===== src/scgbd_defs.vh =====
// Constants for the sleep clock gate and backup domain control block.
// Assumes inclusion by bare name from the design files of this block.
`ifndef SCGBD_DEFS_VH
`define SCGBD_DEFS_VH

// ----------------------------------------------------------------
// Register offsets (byte addresses)
// ----------------------------------------------------------------
`define SCGBD_OFS_SLEEP_GATES 8'h64
`define SCGBD_OFS_BD_CTRL 8'h70
`define SCGBD_ADDR_W 8

// ----------------------------------------------------------------
// Reset values and writable masks
// ----------------------------------------------------------------
`define SCGBD_SLEEP_RESET 32'h00077930
`define SCGBD_SLEEP_MASK 32'h00177B33
`define SCGBD_BD_RESET 32'h00000000
`define SCGBD_ZERO 32'h00000000

// ----------------------------------------------------------------
// Sleep gate bit positions
// ----------------------------------------------------------------
`define SCGBD_B_ADV_TMR_A 0
`define SCGBD_B_ADV_TMR_B 1
`define SCGBD_B_SER_A 4
`define SCGBD_B_SER_B 5
`define SCGBD_B_CONV_A 8
`define SCGBD_B_CONV_B 9
`define SCGBD_B_CARD 11
`define SCGBD_B_SPI_A 12
`define SCGBD_B_SPI_B 13
`define SCGBD_B_SYSCFG 14
`define SCGBD_B_GP_TMR_A 16
`define SCGBD_B_GP_TMR_B 17
`define SCGBD_B_GP_TMR_C 18
`define SCGBD_B_SPI_C 20

// ----------------------------------------------------------------
// Backup domain control fields
// ----------------------------------------------------------------
`define SCGBD_B_LSE_EN 0
`define SCGBD_B_LSE_RDY 1
`define SCGBD_B_LSE_BYP 2
`define SCGBD_F_RTC_SEL_HI 9
`define SCGBD_F_RTC_SEL_LO 8
`define SCGBD_B_RTC_GATE 15
`define SCGBD_B_BD_SRST 16

// ----------------------------------------------------------------
// Clock source codes and prescaler
// ----------------------------------------------------------------
`define SCGBD_SRC_NONE 2'h0
`define SCGBD_SRC_LSE 2'h1
`define SCGBD_SRC_LSI 2'h2
`define SCGBD_SRC_HSE 2'h3
`define SCGBD_PSC_W 5
`define SCGBD_PSC_MIN 5'h02
`define SCGBD_PSC_ONE 5'h01
`define SCGBD_PSC_ZERO 5'h00

`endif


===== src/scgbd_rtc_clk.v =====
// Real-time clock source mux, high-speed divider and output gate.
// Assumes the source clocks are slow against clock and already synchronous.
`timescale 1ns/100ps

`include "scgbd_defs.vh"

module scgbd_rtc_clk (
  input wire clock, // System clock
  input wire bd_rst, // Backup-domain reset, async, high
  input wire hold, // Backup-domain soft reset level
  input wire [1:0] sel, // Clock source select
  input wire gate, // Pass selected clock when high
  input wire lse_clk, // Low-speed external clock level
  input wire lsi_clk, // Low-speed internal clock level
  input wire hse_clk, // High-speed external clock level
  input wire [4:0] psc, // High-speed divide factor
  output reg rtc_clk_q // Gated real-time clock
);

  reg hse_prev_q;
  reg [4:0] div_cnt_q;
  reg div_clk_q;
  reg sel_clk;

  // ----------------------------------------------------------------
  // High-speed divider
  // ----------------------------------------------------------------
  // Factors below two give no clock rather than a degenerate one
  always @(posedge clock or posedge bd_rst) begin
    if (bd_rst) begin
      hse_prev_q <= 1'b0;
      div_cnt_q <= `SCGBD_PSC_ZERO;
      div_clk_q <= 1'b0;
    end else if (hold || psc < `SCGBD_PSC_MIN) begin
      hse_prev_q <= hse_clk;
      div_cnt_q <= `SCGBD_PSC_ZERO;
      div_clk_q <= 1'b0;
    end else begin
      hse_prev_q <= hse_clk;
      if (hse_clk && !hse_prev_q) begin
        if (div_cnt_q >= psc - `SCGBD_PSC_ONE) begin
          div_cnt_q <= `SCGBD_PSC_ZERO;
        end else begin
          div_cnt_q <= div_cnt_q + `SCGBD_PSC_ONE;
        end
        div_clk_q <= (div_cnt_q >= psc - `SCGBD_PSC_ONE) ||
                     (div_cnt_q + `SCGBD_PSC_ONE < (psc >> 1));
      end
    end
  end

  // ----------------------------------------------------------------
  // Source mux and gate
  // ----------------------------------------------------------------
  always @* begin
    case (sel)
      `SCGBD_SRC_LSE: sel_clk = lse_clk;
      `SCGBD_SRC_LSI: sel_clk = lsi_clk;
      `SCGBD_SRC_HSE: sel_clk = div_clk_q;
      default: sel_clk = 1'b0;
    endcase
  end

  always @(posedge clock or posedge bd_rst) begin
    if (bd_rst) begin
      rtc_clk_q <= 1'b0;
    end else begin
      rtc_clk_q <= sel_clk && gate && !hold;
    end
  end

endmodule // scgbd_rtc_clk


===== src/scgbd_top.v =====
// Sleep-mode clock gates for peripheral bus 2 and backup domain control.
// Assumes a simple strobe bus on clock and a separate backup-domain reset.
`timescale 1ns/100ps

`include "scgbd_defs.vh"

module scgbd_top (
  input wire clock, // System clock, 125 MHz
  input wire rst, // System reset, async, high
  input wire bd_rst, // Backup-domain reset, async, high
  input wire [7:0] bus_addr, // Byte address
  input wire [31:0] bus_wdata, // Write data
  input wire [3:0] bus_be, // Byte enables for write
  input wire bus_wr, // Write strobe
  input wire bus_rd, // Read strobe
  output reg [31:0] bus_rdata_q, // Read data, cycle after read strobe
  input wire sleep_mode, // Core is in sleep mode
  input wire backup_write_unlock, // Unlock bit from power_control_reg
  input wire [4:0] rtc_hse_prescaler, // Divide factor from clock_config_reg
  input wire lse_stable, // Oscillator reports stable clock
  input wire low_speed_ext_clock, // Low-speed external clock level
  input wire low_speed_int_clock, // Low-speed internal clock level
  input wire high_speed_ext_clock, // High-speed external clock level
  output wire adv_timer_a_clk_run, // Clock enable, advanced timer A
  output wire adv_timer_b_clk_run, // Clock enable, advanced timer B
  output wire serial_port_a_clk_run, // Clock enable, serial port A
  output wire serial_port_b_clk_run, // Clock enable, serial port B
  output wire converter_a_clk_run, // Clock enable, converter A interface
  output wire converter_b_clk_run, // Clock enable, converter B interface
  output wire card_if_clk_run, // Clock enable, card interface
  output wire spi_port_a_clk_run, // Clock enable, SPI port A
  output wire spi_port_b_clk_run, // Clock enable, SPI port B
  output wire spi_port_c_clk_run, // Clock enable, SPI port C
  output wire sys_config_clk_run, // Clock enable, system config unit
  output wire gp_timer_a_clk_run, // Clock enable, timer A
  output wire gp_timer_b_clk_run, // Clock enable, timer B
  output wire gp_timer_c_clk_run, // Clock enable, timer C
  output wire lse_osc_on, // Oscillator enable out
  output wire lse_bypass_on, // Oscillator bypass out
  output wire backup_domain_in_reset, // Backup domain soft reset level
  output wire rtc_clock // Real-time clock out
);

  // ----------------------------------------------------------------
  // Helpers
  // ----------------------------------------------------------------
  function [31:0] be_merge;
    input [31:0] old_v;
    input [31:0] new_v;
    input [3:0] be;
    integer i;
    begin
      be_merge = old_v;
      for (i = 0; i < 4; i = i + 1) begin
        if (be[i]) begin
          be_merge[i*8 +: 8] = new_v[i*8 +: 8];
        end
      end
    end
  endfunction

  function addr_hit;
    input [7:0] addr;
    input [7:0] ofs;
    begin
      addr_hit = (addr[7:2] == ofs[7:2]);
    end
  endfunction

  function run_in_sleep;
    input sleeping;
    input gate;
    begin
      run_in_sleep = !sleeping || gate;
    end
  endfunction

  // Reserved positions stay zero whatever the fields hold
  function [31:0] bd_pack;
    input osc_en;
    input ready;
    input bypass;
    input [1:0] source;
    input clk_gate;
    input soft_rst;
    begin
      bd_pack = `SCGBD_ZERO;
      bd_pack[`SCGBD_B_LSE_EN] = osc_en;
      bd_pack[`SCGBD_B_LSE_RDY] = ready;
      bd_pack[`SCGBD_B_LSE_BYP] = bypass;
      bd_pack[`SCGBD_F_RTC_SEL_HI:`SCGBD_F_RTC_SEL_LO] = source;
      bd_pack[`SCGBD_B_RTC_GATE] = clk_gate;
      bd_pack[`SCGBD_B_BD_SRST] = soft_rst;
    end
  endfunction

  // ----------------------------------------------------------------
  // Sleep gate register
  // ----------------------------------------------------------------
  reg [31:0] sleep_gates_q;
  wire sleep_hit = addr_hit(bus_addr, `SCGBD_OFS_SLEEP_GATES);
  wire bd_hit = addr_hit(bus_addr, `SCGBD_OFS_BD_CTRL);
  wire sleep_wr = bus_wr && sleep_hit;
  wire sleep_rd = bus_rd && sleep_hit;
  wire bd_rd = bus_rd && bd_hit;
  wire [31:0] sleep_d = be_merge(sleep_gates_q, bus_wdata, bus_be) & `SCGBD_SLEEP_MASK;

  always @(posedge clock or posedge rst) begin
    if (rst) begin
      sleep_gates_q <= `SCGBD_SLEEP_RESET;
    end else if (sleep_wr) begin
      sleep_gates_q <= sleep_d;
    end
  end

  // ----------------------------------------------------------------
  // Sleep gate fields
  // ----------------------------------------------------------------
  wire adv_timer_a_sleep_gate = sleep_gates_q[`SCGBD_B_ADV_TMR_A];
  wire adv_timer_b_sleep_gate = sleep_gates_q[`SCGBD_B_ADV_TMR_B];
  wire serial_port_a_sleep_gate = sleep_gates_q[`SCGBD_B_SER_A];
  wire serial_port_b_sleep_gate = sleep_gates_q[`SCGBD_B_SER_B];
  wire converter_a_sleep_gate = sleep_gates_q[`SCGBD_B_CONV_A];
  wire converter_b_sleep_gate = sleep_gates_q[`SCGBD_B_CONV_B];
  wire card_if_sleep_gate = sleep_gates_q[`SCGBD_B_CARD];
  wire spi_port_a_sleep_gate = sleep_gates_q[`SCGBD_B_SPI_A];
  wire spi_port_b_sleep_gate = sleep_gates_q[`SCGBD_B_SPI_B];
  wire spi_port_c_sleep_gate = sleep_gates_q[`SCGBD_B_SPI_C];
  wire sys_config_sleep_gate = sleep_gates_q[`SCGBD_B_SYSCFG];
  wire gp_timer_a_sleep_gate = sleep_gates_q[`SCGBD_B_GP_TMR_A];
  wire gp_timer_b_sleep_gate = sleep_gates_q[`SCGBD_B_GP_TMR_B];
  wire gp_timer_c_sleep_gate = sleep_gates_q[`SCGBD_B_GP_TMR_C];

  // ----------------------------------------------------------------
  // Clock enables out
  // ----------------------------------------------------------------
  // Clock runs outside sleep, and in sleep only where the gate bit is set
  assign adv_timer_a_clk_run = run_in_sleep(sleep_mode, adv_timer_a_sleep_gate);
  assign adv_timer_b_clk_run = run_in_sleep(sleep_mode, adv_timer_b_sleep_gate);
  assign serial_port_a_clk_run = run_in_sleep(sleep_mode, serial_port_a_sleep_gate);
  assign serial_port_b_clk_run = run_in_sleep(sleep_mode, serial_port_b_sleep_gate);
  assign converter_a_clk_run = run_in_sleep(sleep_mode, converter_a_sleep_gate);
  assign converter_b_clk_run = run_in_sleep(sleep_mode, converter_b_sleep_gate);
  assign card_if_clk_run = run_in_sleep(sleep_mode, card_if_sleep_gate);
  assign spi_port_a_clk_run = run_in_sleep(sleep_mode, spi_port_a_sleep_gate);
  assign spi_port_b_clk_run = run_in_sleep(sleep_mode, spi_port_b_sleep_gate);
  assign spi_port_c_clk_run = run_in_sleep(sleep_mode, spi_port_c_sleep_gate);
  assign sys_config_clk_run = run_in_sleep(sleep_mode, sys_config_sleep_gate);
  assign gp_timer_a_clk_run = run_in_sleep(sleep_mode, gp_timer_a_sleep_gate);
  assign gp_timer_b_clk_run = run_in_sleep(sleep_mode, gp_timer_b_sleep_gate);
  assign gp_timer_c_clk_run = run_in_sleep(sleep_mode, gp_timer_c_sleep_gate);

  // ----------------------------------------------------------------
  // Backup domain control
  // ----------------------------------------------------------------
  // Reset by the backup-domain reset and held clear by the soft reset bit; system reset leaves it alone
  reg lse_en_q;
  reg lse_byp_q;
  reg [1:0] rtc_sel_q;
  reg rtc_gate_q;
  reg bd_srst_q;
  reg lse_rdy_q;

  reg lse_en_d;
  reg lse_byp_d;
  reg [1:0] rtc_sel_d;
  reg rtc_gate_d;
  reg bd_srst_d;

  // ----------------------------------------------------------------
  // Backup domain fields
  // ----------------------------------------------------------------
  wire low_speed_ext_osc_enable = lse_en_q;
  wire low_speed_ext_ready = lse_rdy_q;
  wire low_speed_ext_bypass = lse_byp_q;
  wire [1:0] rtc_source_select = rtc_sel_q;
  wire rtc_clock_gate = rtc_gate_q;
  wire backup_domain_soft_reset = bd_srst_q;

  wire [31:0] bd_cur = bd_pack(low_speed_ext_osc_enable, low_speed_ext_ready,
                               low_speed_ext_bypass, rtc_source_select,
                               rtc_clock_gate, backup_domain_soft_reset);
  wire [31:0] bd_new = be_merge(bd_cur, bus_wdata, bus_be);
  wire bd_wr = bus_wr && bd_hit;
  // Field writes other than the soft reset bit need the power-unit unlock and a released soft reset
  wire bd_fields_open = backup_write_unlock && !backup_domain_soft_reset;
  wire rtc_sel_free = (rtc_source_select == `SCGBD_SRC_NONE);
  // Ready only while the oscillator is on and reports stable
  wire lse_rdy_d = lse_stable && lse_en_q && !bd_srst_q;

  always @* begin
    lse_en_d = lse_en_q;
    lse_byp_d = lse_byp_q;
    rtc_sel_d = rtc_sel_q;
    rtc_gate_d = rtc_gate_q;
    bd_srst_d = bd_srst_q;
    if (bd_wr) begin
      bd_srst_d = bd_new[`SCGBD_B_BD_SRST];
      if (bd_fields_open) begin
        lse_en_d = bd_new[`SCGBD_B_LSE_EN];
        lse_byp_d = bd_new[`SCGBD_B_LSE_BYP];
        rtc_gate_d = bd_new[`SCGBD_B_RTC_GATE];
        // Source is locked once chosen; only a domain reset frees it
        if (rtc_sel_free) begin
          rtc_sel_d = bd_new[`SCGBD_F_RTC_SEL_HI:`SCGBD_F_RTC_SEL_LO];
        end
      end
    end
    if (bd_srst_d) begin
      lse_en_d = 1'b0;
      lse_byp_d = 1'b0;
      rtc_sel_d = `SCGBD_SRC_NONE;
      rtc_gate_d = 1'b0;
    end
  end

  always @(posedge clock or posedge bd_rst) begin
    if (bd_rst) begin
      lse_en_q <= 1'b0;
      lse_byp_q <= 1'b0;
      rtc_sel_q <= `SCGBD_SRC_NONE;
      rtc_gate_q <= 1'b0;
      bd_srst_q <= 1'b0;
    end else begin
      lse_en_q <= lse_en_d;
      lse_byp_q <= lse_byp_d;
      rtc_sel_q <= rtc_sel_d;
      rtc_gate_q <= rtc_gate_d;
      bd_srst_q <= bd_srst_d;
    end
  end

  // Pure hardware flag: software writes never reach it
  always @(posedge clock or posedge bd_rst) begin
    if (bd_rst) begin
      lse_rdy_q <= 1'b0;
    end else begin
      lse_rdy_q <= lse_rdy_d;
    end
  end

  assign lse_osc_on = low_speed_ext_osc_enable;
  assign lse_bypass_on = low_speed_ext_bypass;
  assign backup_domain_in_reset = backup_domain_soft_reset;

  // ----------------------------------------------------------------
  // Real-time clock generation
  // ----------------------------------------------------------------
  scgbd_rtc_clk u_rtc_clk (
    .clock(clock),
    .bd_rst(bd_rst),
    .hold(bd_srst_q),
    .sel(rtc_sel_q),
    .gate(rtc_gate_q),
    .lse_clk(low_speed_ext_clock),
    .lsi_clk(low_speed_int_clock),
    .hse_clk(high_speed_ext_clock),
    .psc(rtc_hse_prescaler),
    .rtc_clk_q(rtc_clock)
  );

  // ----------------------------------------------------------------
  // Read path
  // ----------------------------------------------------------------
  // Answers in one cycle for both registers: zero waits lies in the
  // permitted range and the bus cannot stall
  reg [31:0] rdata_d;

  always @* begin
    rdata_d = `SCGBD_ZERO;
    if (sleep_rd) begin
      rdata_d = sleep_gates_q;
    end else if (bd_rd) begin
      rdata_d = bd_cur;
    end
  end

  always @(posedge clock or posedge rst) begin
    if (rst) begin
      bus_rdata_q <= `SCGBD_ZERO;
    end else begin
      bus_rdata_q <= rdata_d;
    end
  end

endmodule // scgbd_top


===== config.mk =====
export PLATFORM = sky130hd
export DESIGN_NAME = scgbd_top
export DESIGN_NICKNAME = d
export VERILOG_FILES = /design/src/scgbd_rtc_clk.v /design/src/scgbd_top.v
export VERILOG_INCLUDE_DIRS = /design/src
export SDC_FILE = /design/constraint.sdc
export NUM_CORES = 1
export LEC_CHECK = 0
export BUFFER_PORTS_ARGS = -buffer_cell sky130_fd_sc_hd__buf_2
export CAP_MARGIN = 10
export CORE_MARGIN = 2
export CORE_UTILIZATION = 41
export CTS_BUF_LIST = sky130_fd_sc_hd__clkbuf_4
export DETAILED_ROUTE_END_ITERATION = 16
export MAX_ROUTING_LAYER = met4
export PLACE_DENSITY_LB_ADDON = 0.12
export SYNTH_ARGS = -nofsm -noshare
export SYNTH_HDL_FRONTEND = slang
export SYNTH_SLANG_ARGS = --single-unit

===== constraint.sdc =====
create_clock -name clock -period 2.7 [get_ports clock]
set_input_delay 0.54 -clock clock [delete_from_list [all_inputs] [get_ports clock]]
set_output_delay 0.54 -clock clock [all_outputs]
set_load 0.03 [all_outputs]

==> results.md, run 1 <==
- Outcome: finished clean
- Sequential share of the synthesized area: 49.4%
- First-pass GRT wire length: 7.92 mm
- Crit path capture type: flop
- Total number of vias: 1,701
- Yosys warnings: 0
- Final nets: 353
- Clk sink count: 45
- Peak Freq: 489 MHz
- P per Cell Area: 585 mW/mm²
- Commonest non-fill, non-tap cell in the layout: buf_2
- Fin. max-slew vios: 0
- RSZ-0062 raised after global routing: no
- Crit-path most repeated cell: ha_1
- Post-Syn Instances: 202
- Cell Chain, Critical Path: ha_1, nor2b_1, or2_2, ha_1, o21a_1, o21ai_0, nand2_1, a221oi_1
- Dpl hpwl: 3.70 mm
- Max H-tree Level: 2
- Diodes inserted: 0
- MaxCap Viol Count: 0
- Clock Latency Late Sink: 0.35 ns
- Netlist Area Pre-Place: 0.00231 mm²
- Max stage delay cell, worst path: dfrtp_1
- Worst Path Max Fanout: 4
- Avg Inst Size Synth: 11.4 µm²
- Crit start category: flop
- CORE AREA: 0.00547 mm²
- Final Setup Violations: 0
- All-Layer GR Usage: 16.7%
- Pre-Repair DR Iteration Count: 4
- Pleak: 0.00154 µW
- Routability cong.: 0.781
- Dpl ws: 0.338 ns
- CTS Buf Count: 5
- Buffers on Ports: 74
- DRC: 0
- Main synth FF type: dfrtp_1
- Hold buffers post-CTS: 0
- Iteration-0 DRC Markers: 30
- Wire per inst: 13.6 µm
- Hold Fails Final Rpt: 0
- Hold WC Path Type: in -> async
- Slew of the pin with the lowest slew margin: 0.598 ns
- Post-CTS Resized: 0
- Largest net degree at the start of global routing: 31
- Final instance area: 0.00280 mm²
- Total wire length: 4.82 mm
- Synth top area share: 38.0%
- Vias in the first global route: 1,672
- Worst Setup Path Type: reg -> reg
- Yosys cell types: 45
- CTS Buffer Depth: 2
- Placed inst area: 0.00272 mm²
- Req. time, crit path: 2.95 ns
- Final worst slack: 0.656 ns
- Post-CTS setup buffer count: 0
- Fin crit period: 2.04 ns
- Initial antenna violation count: 0
- CP peak stage delay: 0.43 ns
- Most frequent cells in the layout: buf_2 (74), dfrtp_1 (35), nand2b_1 (16), conb_1 (16), and3_1 (15)
- Final period util: 75.7%
- Global route overflow: 0
- Core Rows: 27
- Layout cells sized above 1: 42.4%
- Via density: 4.79
- Die height: 79.0 µm
- Peak VDD IR: 0.000251 V
- Cell taking the most area after synthesis: dfrtp_1
- Top post-synthesis cells by area: dfrtp_1 (38%), dfstp_2 (11%), mux2_2 (6.8%)
- TritonCTS clock tree: done
- Die area: 0.00624 mm²
- Critical Path AT: 2.30 ns
- Die W: 79.0 µm
- TNS Setup: 0 ns
- CTS root buffer: clkbuf_4
- Synth-to-layout area growth: 21.3%
- Initial Utilization: 42.1%
- Post-route ant nets: 0
- Clock-pin slew on the worst setup and hold paths: 0.13 ns
- I/O pins: 110
- Synthesis-stage register bit count: 45
- Headroom to the max-slew limit: 60.1%
- Worst Clk Skew: 0.00702 ns
- Post-synth EDFFs: 0
- FFs w/ async S/R, synth: 100%
==> flip-flops by register name (all words and copies together), names as in the netlist, 2 cells and up <==
register,count
u_rtc_clk.div_cnt_q,5
rtc_sel_q,2
sleep_gates_q,14
bus_rdata_q,16
==> worst max-delay path, delay by kind of cell (launching register included) <==
family	cells	cell delay (ns)
simple gates	3	0.52
flops	1	0.43
fa+ha+maj	2	0.50
compound gates	3	0.50
==> final cells by class <==
class	instances	area (µm²)
sequential	45	1140
tap	72	90.1
clock buffer	5	37.5
fill	523	2680
inverter	12	45.0
clock inverter	2	35.0
timing repair buffer	79	408
multi-input combinational	140	1040
==> stage by stage <==
step                cells  hold slack (ns)  total power (µW)  utilization (%)
floorplan             217            0.441              1140                -
global placement      348            0.455              1250             49.8
detailed placement    348            0.456              1260             49.8
CTS                   355            0.239              1660             51.1
global route          355            0.245              1760             51.1
finish                355            0.236              1640             51.1
==> worst paths after layout <==
kind                                                           end  depth (start not counted)  slack, ns                               start
worst min register to register            bus_rdata_q[1]$_DFF_PP0_                          1       0.47       low_speed_ext_ready$_DFF_PP0_
worst max register to register     u_rtc_clk.div_clk_q$_DFFE_PP0P_                          8       0.66  u_rtc_clk.div_cnt_q[0]$_DFFE_PP0P_
max in group asynchronous            low_speed_ext_ready$_DFF_PP0_                          2       2.07                              bd_rst
min in group clock                  u_rtc_clk.hse_prev_q$_DFF_PP0_                          1       0.31                high_speed_ext_clock
worst min-delay path            u_rtc_clk.div_cnt_q[3]$_DFFE_PP0P_                          2       0.24                              bd_rst
worst max-delay path               u_rtc_clk.div_clk_q$_DFFE_PP0P_                          8       0.66  u_rtc_clk.div_cnt_q[0]$_DFFE_PP0P_
==> Yosys cell counts, types with 5 or more instances <==
| cell | count |
|---|---|
| dfstp_2 | 10 |
| mux2_2 | 14 |
| and3_1 | 15 |
| nand3_1 | 6 |
| buf_4 | 16 |
| ha_1 | 10 |
| dfrtp_1 | 35 |
| inv_1 | 12 |
| nand2b_1 | 16 |
| nor2_1 | 6 |
| a22o_1 | 5 |
| xnor2_1 | 5 |
==> kinds of logic (layout without fill, tap and decap cells) <==
logic type / count (synthesis) / count (layout) / share of synthesized area, %
flip-flops: 45 / 45 / 49.4
buffers and inverters: 32 / 98 / 7.87
AO/OA/AOI/OAI: 31 / 31 / 10.5
AND/OR/NAND/NOR: 62 / 62 / 17.1
other: 1 / 16 / 0.163
multiplexers: 16 / 16 / 7.70
adder cells (fa/ha/maj): 10 / 10 / 5.43
XOR/XNOR: 5 / 5 / 1.90
==> metal layers <==
| metal | part of all wire [%] | GRT usage (%) | up-vias |
|---|---|---|---|
| met3 | 6.5 | 3.98 | 6 |
| met5 | 0 | - | - |
| met2 | 45 | 26.6 | 64 |
| met4 | 1.3 | 4.31 | 0 |
| met1 | 47 | 21.7 | 792 |
| li1 | - | - | 839 |
==> power by group <==
part           internal, µW  leakage [µW]  switching (µW)
clock                   189     0.0000410             207
combinational           178      0.000925             247
sequential              754      0.000578            62.0
(Power assumes the default switching activity.)
==> run 2, diff against run 1 <==
==> constraint.sdc (replaced) <==
create_clock -name clock -period 1.9 [get_ports clock]
set_input_delay 0.38 -clock clock [delete_from_list [all_inputs] [get_ports clock]]
set_output_delay 0.38 -clock clock [all_outputs]
set_load 0.03 [all_outputs]
==> run 2 against run 1 <==
Wire length up 0.91%. Critical path depth grew 2. Largest power group unchanged. First-iteration DRC count grew to 2.8 times the previous value. Worst setup slack got worse by 0.55 ns. Clock-buffer cell count rose by 2.
==> results.md, run 2 (synthesis results as in run 1) <==
- I/O pins: 110 (unchanged)
- Most frequent cells in the layout: buf_2 (72), dfrtp_1 (35), buf_4 (23), nand2b_1 (16), conb_1 (16)
- TritonCTS clock tree: done
- Combinational Power Share: 31.6% (+5.6 points)
- Wire per inst: 13.0 µm (-4.2%)
- Dpl hpwl: 3.92 mm (+6.0%)
- Synth-to-layout area growth: 30.8%
- Slew of the pin with the lowest slew margin: 0.633 ns (+0.0351 ns)
- Clock Latency Late Sink: 0.34 ns (about the same)
- Psw: 767 µW (+49%)
- Headroom to the max-slew limit: 57.7% (-2.3 points)
- Die height: 79.0 µm (unchanged)
- Min Hold Slack: 0.0775 ns (-0.158 ns)
- Worst Clk Skew: 0.00506 ns (-0.00196 ns)
- Largest net degree at the start of global routing: 31 (unchanged)
- Buffers on Ports: 74 (unchanged)
- P per Cell Area: 782 mW/mm² (+34%)
- Final Setup Violations: 0 (unchanged)
- Peak Freq: 558 MHz
- Pleak: 0.00163 µW (+5.6%)
- Final period util: 94.3%
- Post-route ant nets: 0 (unchanged)
- Initial antenna violation count: 0 (unchanged)
- Crit path capture type: flop
- First-pass GRT wire length: 7.94 mm (+0.25%)
- Die area: 0.00624 mm² (unchanged)
- Iteration-0 DRC Markers: 83 (+180%)
- Worst Setup Path Type: in -> reg
- Commonest non-fill, non-tap cell in the layout: buf_2
- Total number of vias: 1,774 (+4.3%)
- CTS root buffer: clkbuf_4
- Final nets: 371 (+5.1%)
- R2r startpoint: u_rtc_clk.div_cnt_q[0]$_DFFE_PP0P_
- Outcome: finished clean
- CORE AREA: 0.00547 mm² (unchanged)
- CTS Buf Count: 5 (unchanged)
- Crit start category: input pin
- Cell Int Power: 1590 µW (+42%)
- Max H-tree Level: 2 (unchanged)
- Sw Ratio: 32.5% (+1.0 points)
- Regs by FF count: bus_rdata_q (16), sleep_gates_q (14), u_rtc_clk.div_cnt_q (5)
- Max FFs per register: 16 (unchanged)
- Hold buffers post-CTS: 0 (unchanged)
- Hold WC Path Type: in -> async
- Critical Path AT: 2.07 ns (-0.23 ns)
- Placed inst area: 0.00291 mm² (+6.9%)
- Total wire length: 4.86 mm (+0.91%)
- RSZ-0062 raised after global routing: yes
- Worst Path Max Fanout: 6 (+2)
- Clock-pin slew on the worst setup and hold paths: 0.12 ns (about the same)
- Die W: 79.0 µm (unchanged)
- Via density: 4.74 (-1.0%)
- Hold Fails Final Rpt: 0 (unchanged)
- Initial Utilization: 42.1% (unchanged)
- Final core occ: 55.1% (+4.0 points)
- Top reg by flops: bus_rdata_q
- Routability cong.: 0.820 (+5.1%)
- Clk pwr share: 19.7% (-4.5 points)
- Clk sink count: 45 (unchanged)
- Peak VDD IR: 0.000482 V (+92%)
- MaxCap Viol Count: 0 (unchanged)
- Fin. max-slew vios: 0 (unchanged)
- CTS Buffer Depth: 2 (unchanged)
- Req. time, crit path: 2.18 ns (-0.77 ns)
- All-Layer GR Usage: 16.8% (+0.10 points)
- Diodes inserted: 0 (unchanged)
- Pre-Repair DR Iteration Count: 4 (unchanged)
- Critical Path Source: rtc_hse_prescaler[1]
- DRC: 0 (unchanged)
- Sequential Power Share: 48.8% (-1.1 points)
- Vias in the first global route: 1,732 (+3.6%)
- Layout cells sized above 1: 50.0% (+7.6 points)
- Final instance area: 0.00302 mm² (+7.8%)
- Fin crit period: 1.79 ns
- Global route overflow: 0 (unchanged)
- Core Rows: 27 (unchanged)
-- run 2: changes by cell type in the layout (fill, tap and decap cells not counted), sizes merged --
| cell | previous run | this run |
|---|---|---|
| clkbuf | 5 | 9 |
| clkinvlp | 0 | 1 |
| bufinv | 1 | 0 |
| buf | 79 | 95 |
| clkinv | 1 | 0 |
-- run 2: area by class of cell --
type | instances | area, µm²
clock buffer | 7 | 52.6
clock inverter | 1 | 7.51
fill | 511 | 2460
inverter | 12 | 65.1
multi-input combinational | 140 | 1110
sequential | 45 | 1140
tap | 72 | 90.1
timing repair buffer | 97 | 548
-- run 2: power by group through the flow --
stage | Combinational, µW | Sequential, µW | Clock, µW
after floorplan | 459 | 1190 | 0
after global placement | 705 | 1160 | 0
after detailed placement | 714 | 1170 | 0
after CTS | 740 | 1150 | 489
after global routing | 837 | 1170 | 531
final | 745 | 1150 | 464
-- run 2: worst max-delay path, cell delays in order --
cell and delay, ns:
clkbuf_4 0.16, inv_12 0.03, ha_4 0.15, and3_4 0.15, xnor2_2 0.13, ha_1 0.31
a211o_1 0.29, a31oi_4 0.23, o21ai_1 0.10, a21oi_1 0.14
-- run 2: worst paths after layout --
kind	endpoint	slack (ns)	depth (start not counted)
max in group asynchronous	lse_bypass_on$_DFFE_PP0P_	1.40	2
setup / recovery	u_rtc_clk.div_cnt_q[2]$_DFFE_PP0P_	0.11	10
min in group clock	u_rtc_clk.hse_prev_q$_DFF_PP0_	0.15	1
hold reg to reg	bus_rdata_q[1]$_DFF_PP0_	0.48	1
hold / removal	bus_rdata_q[18]$_DFF_PP0_	0.08	3
setup reg to reg	u_rtc_clk.div_clk_q$_DFFE_PP0P_	0.12	8
-- run 2: stage by stage --
stage	setup TNS (ns)	power [µW]	setup WS, ns	instances
floorplan	-0.0536	1650	-0.0308	217
global placement	-1.51	1870	-0.277	365
detailed placement	-1.67	1880	-0.313	365
CTS	0	2380	0.0282	373
global route	-0.00917	2530	-0.00789	374
finish	0	2360	0.109	374
-- run 2: routing by layer --
| layer | global-route usage (%) | part of all wire, % | up-vias |
|---|---|---|---|
| met2 | 30.3 | 53 | 46 |
| met4 | 3.62 | 0.90 | 0 |
| li1 | - | - | 882 |
| met5 | - | 0 | - |
| met3 | 4.20 | 5.1 | 4 |
| met1 | 19.0 | 41 | 842 |
-- run 2: repair_timing --
action                     4_1_cts  5_1_grt
resized for setup                4        6
pin swaps                        1        7
setup endpoints to repair        1        2
buffers inserted                 0        1
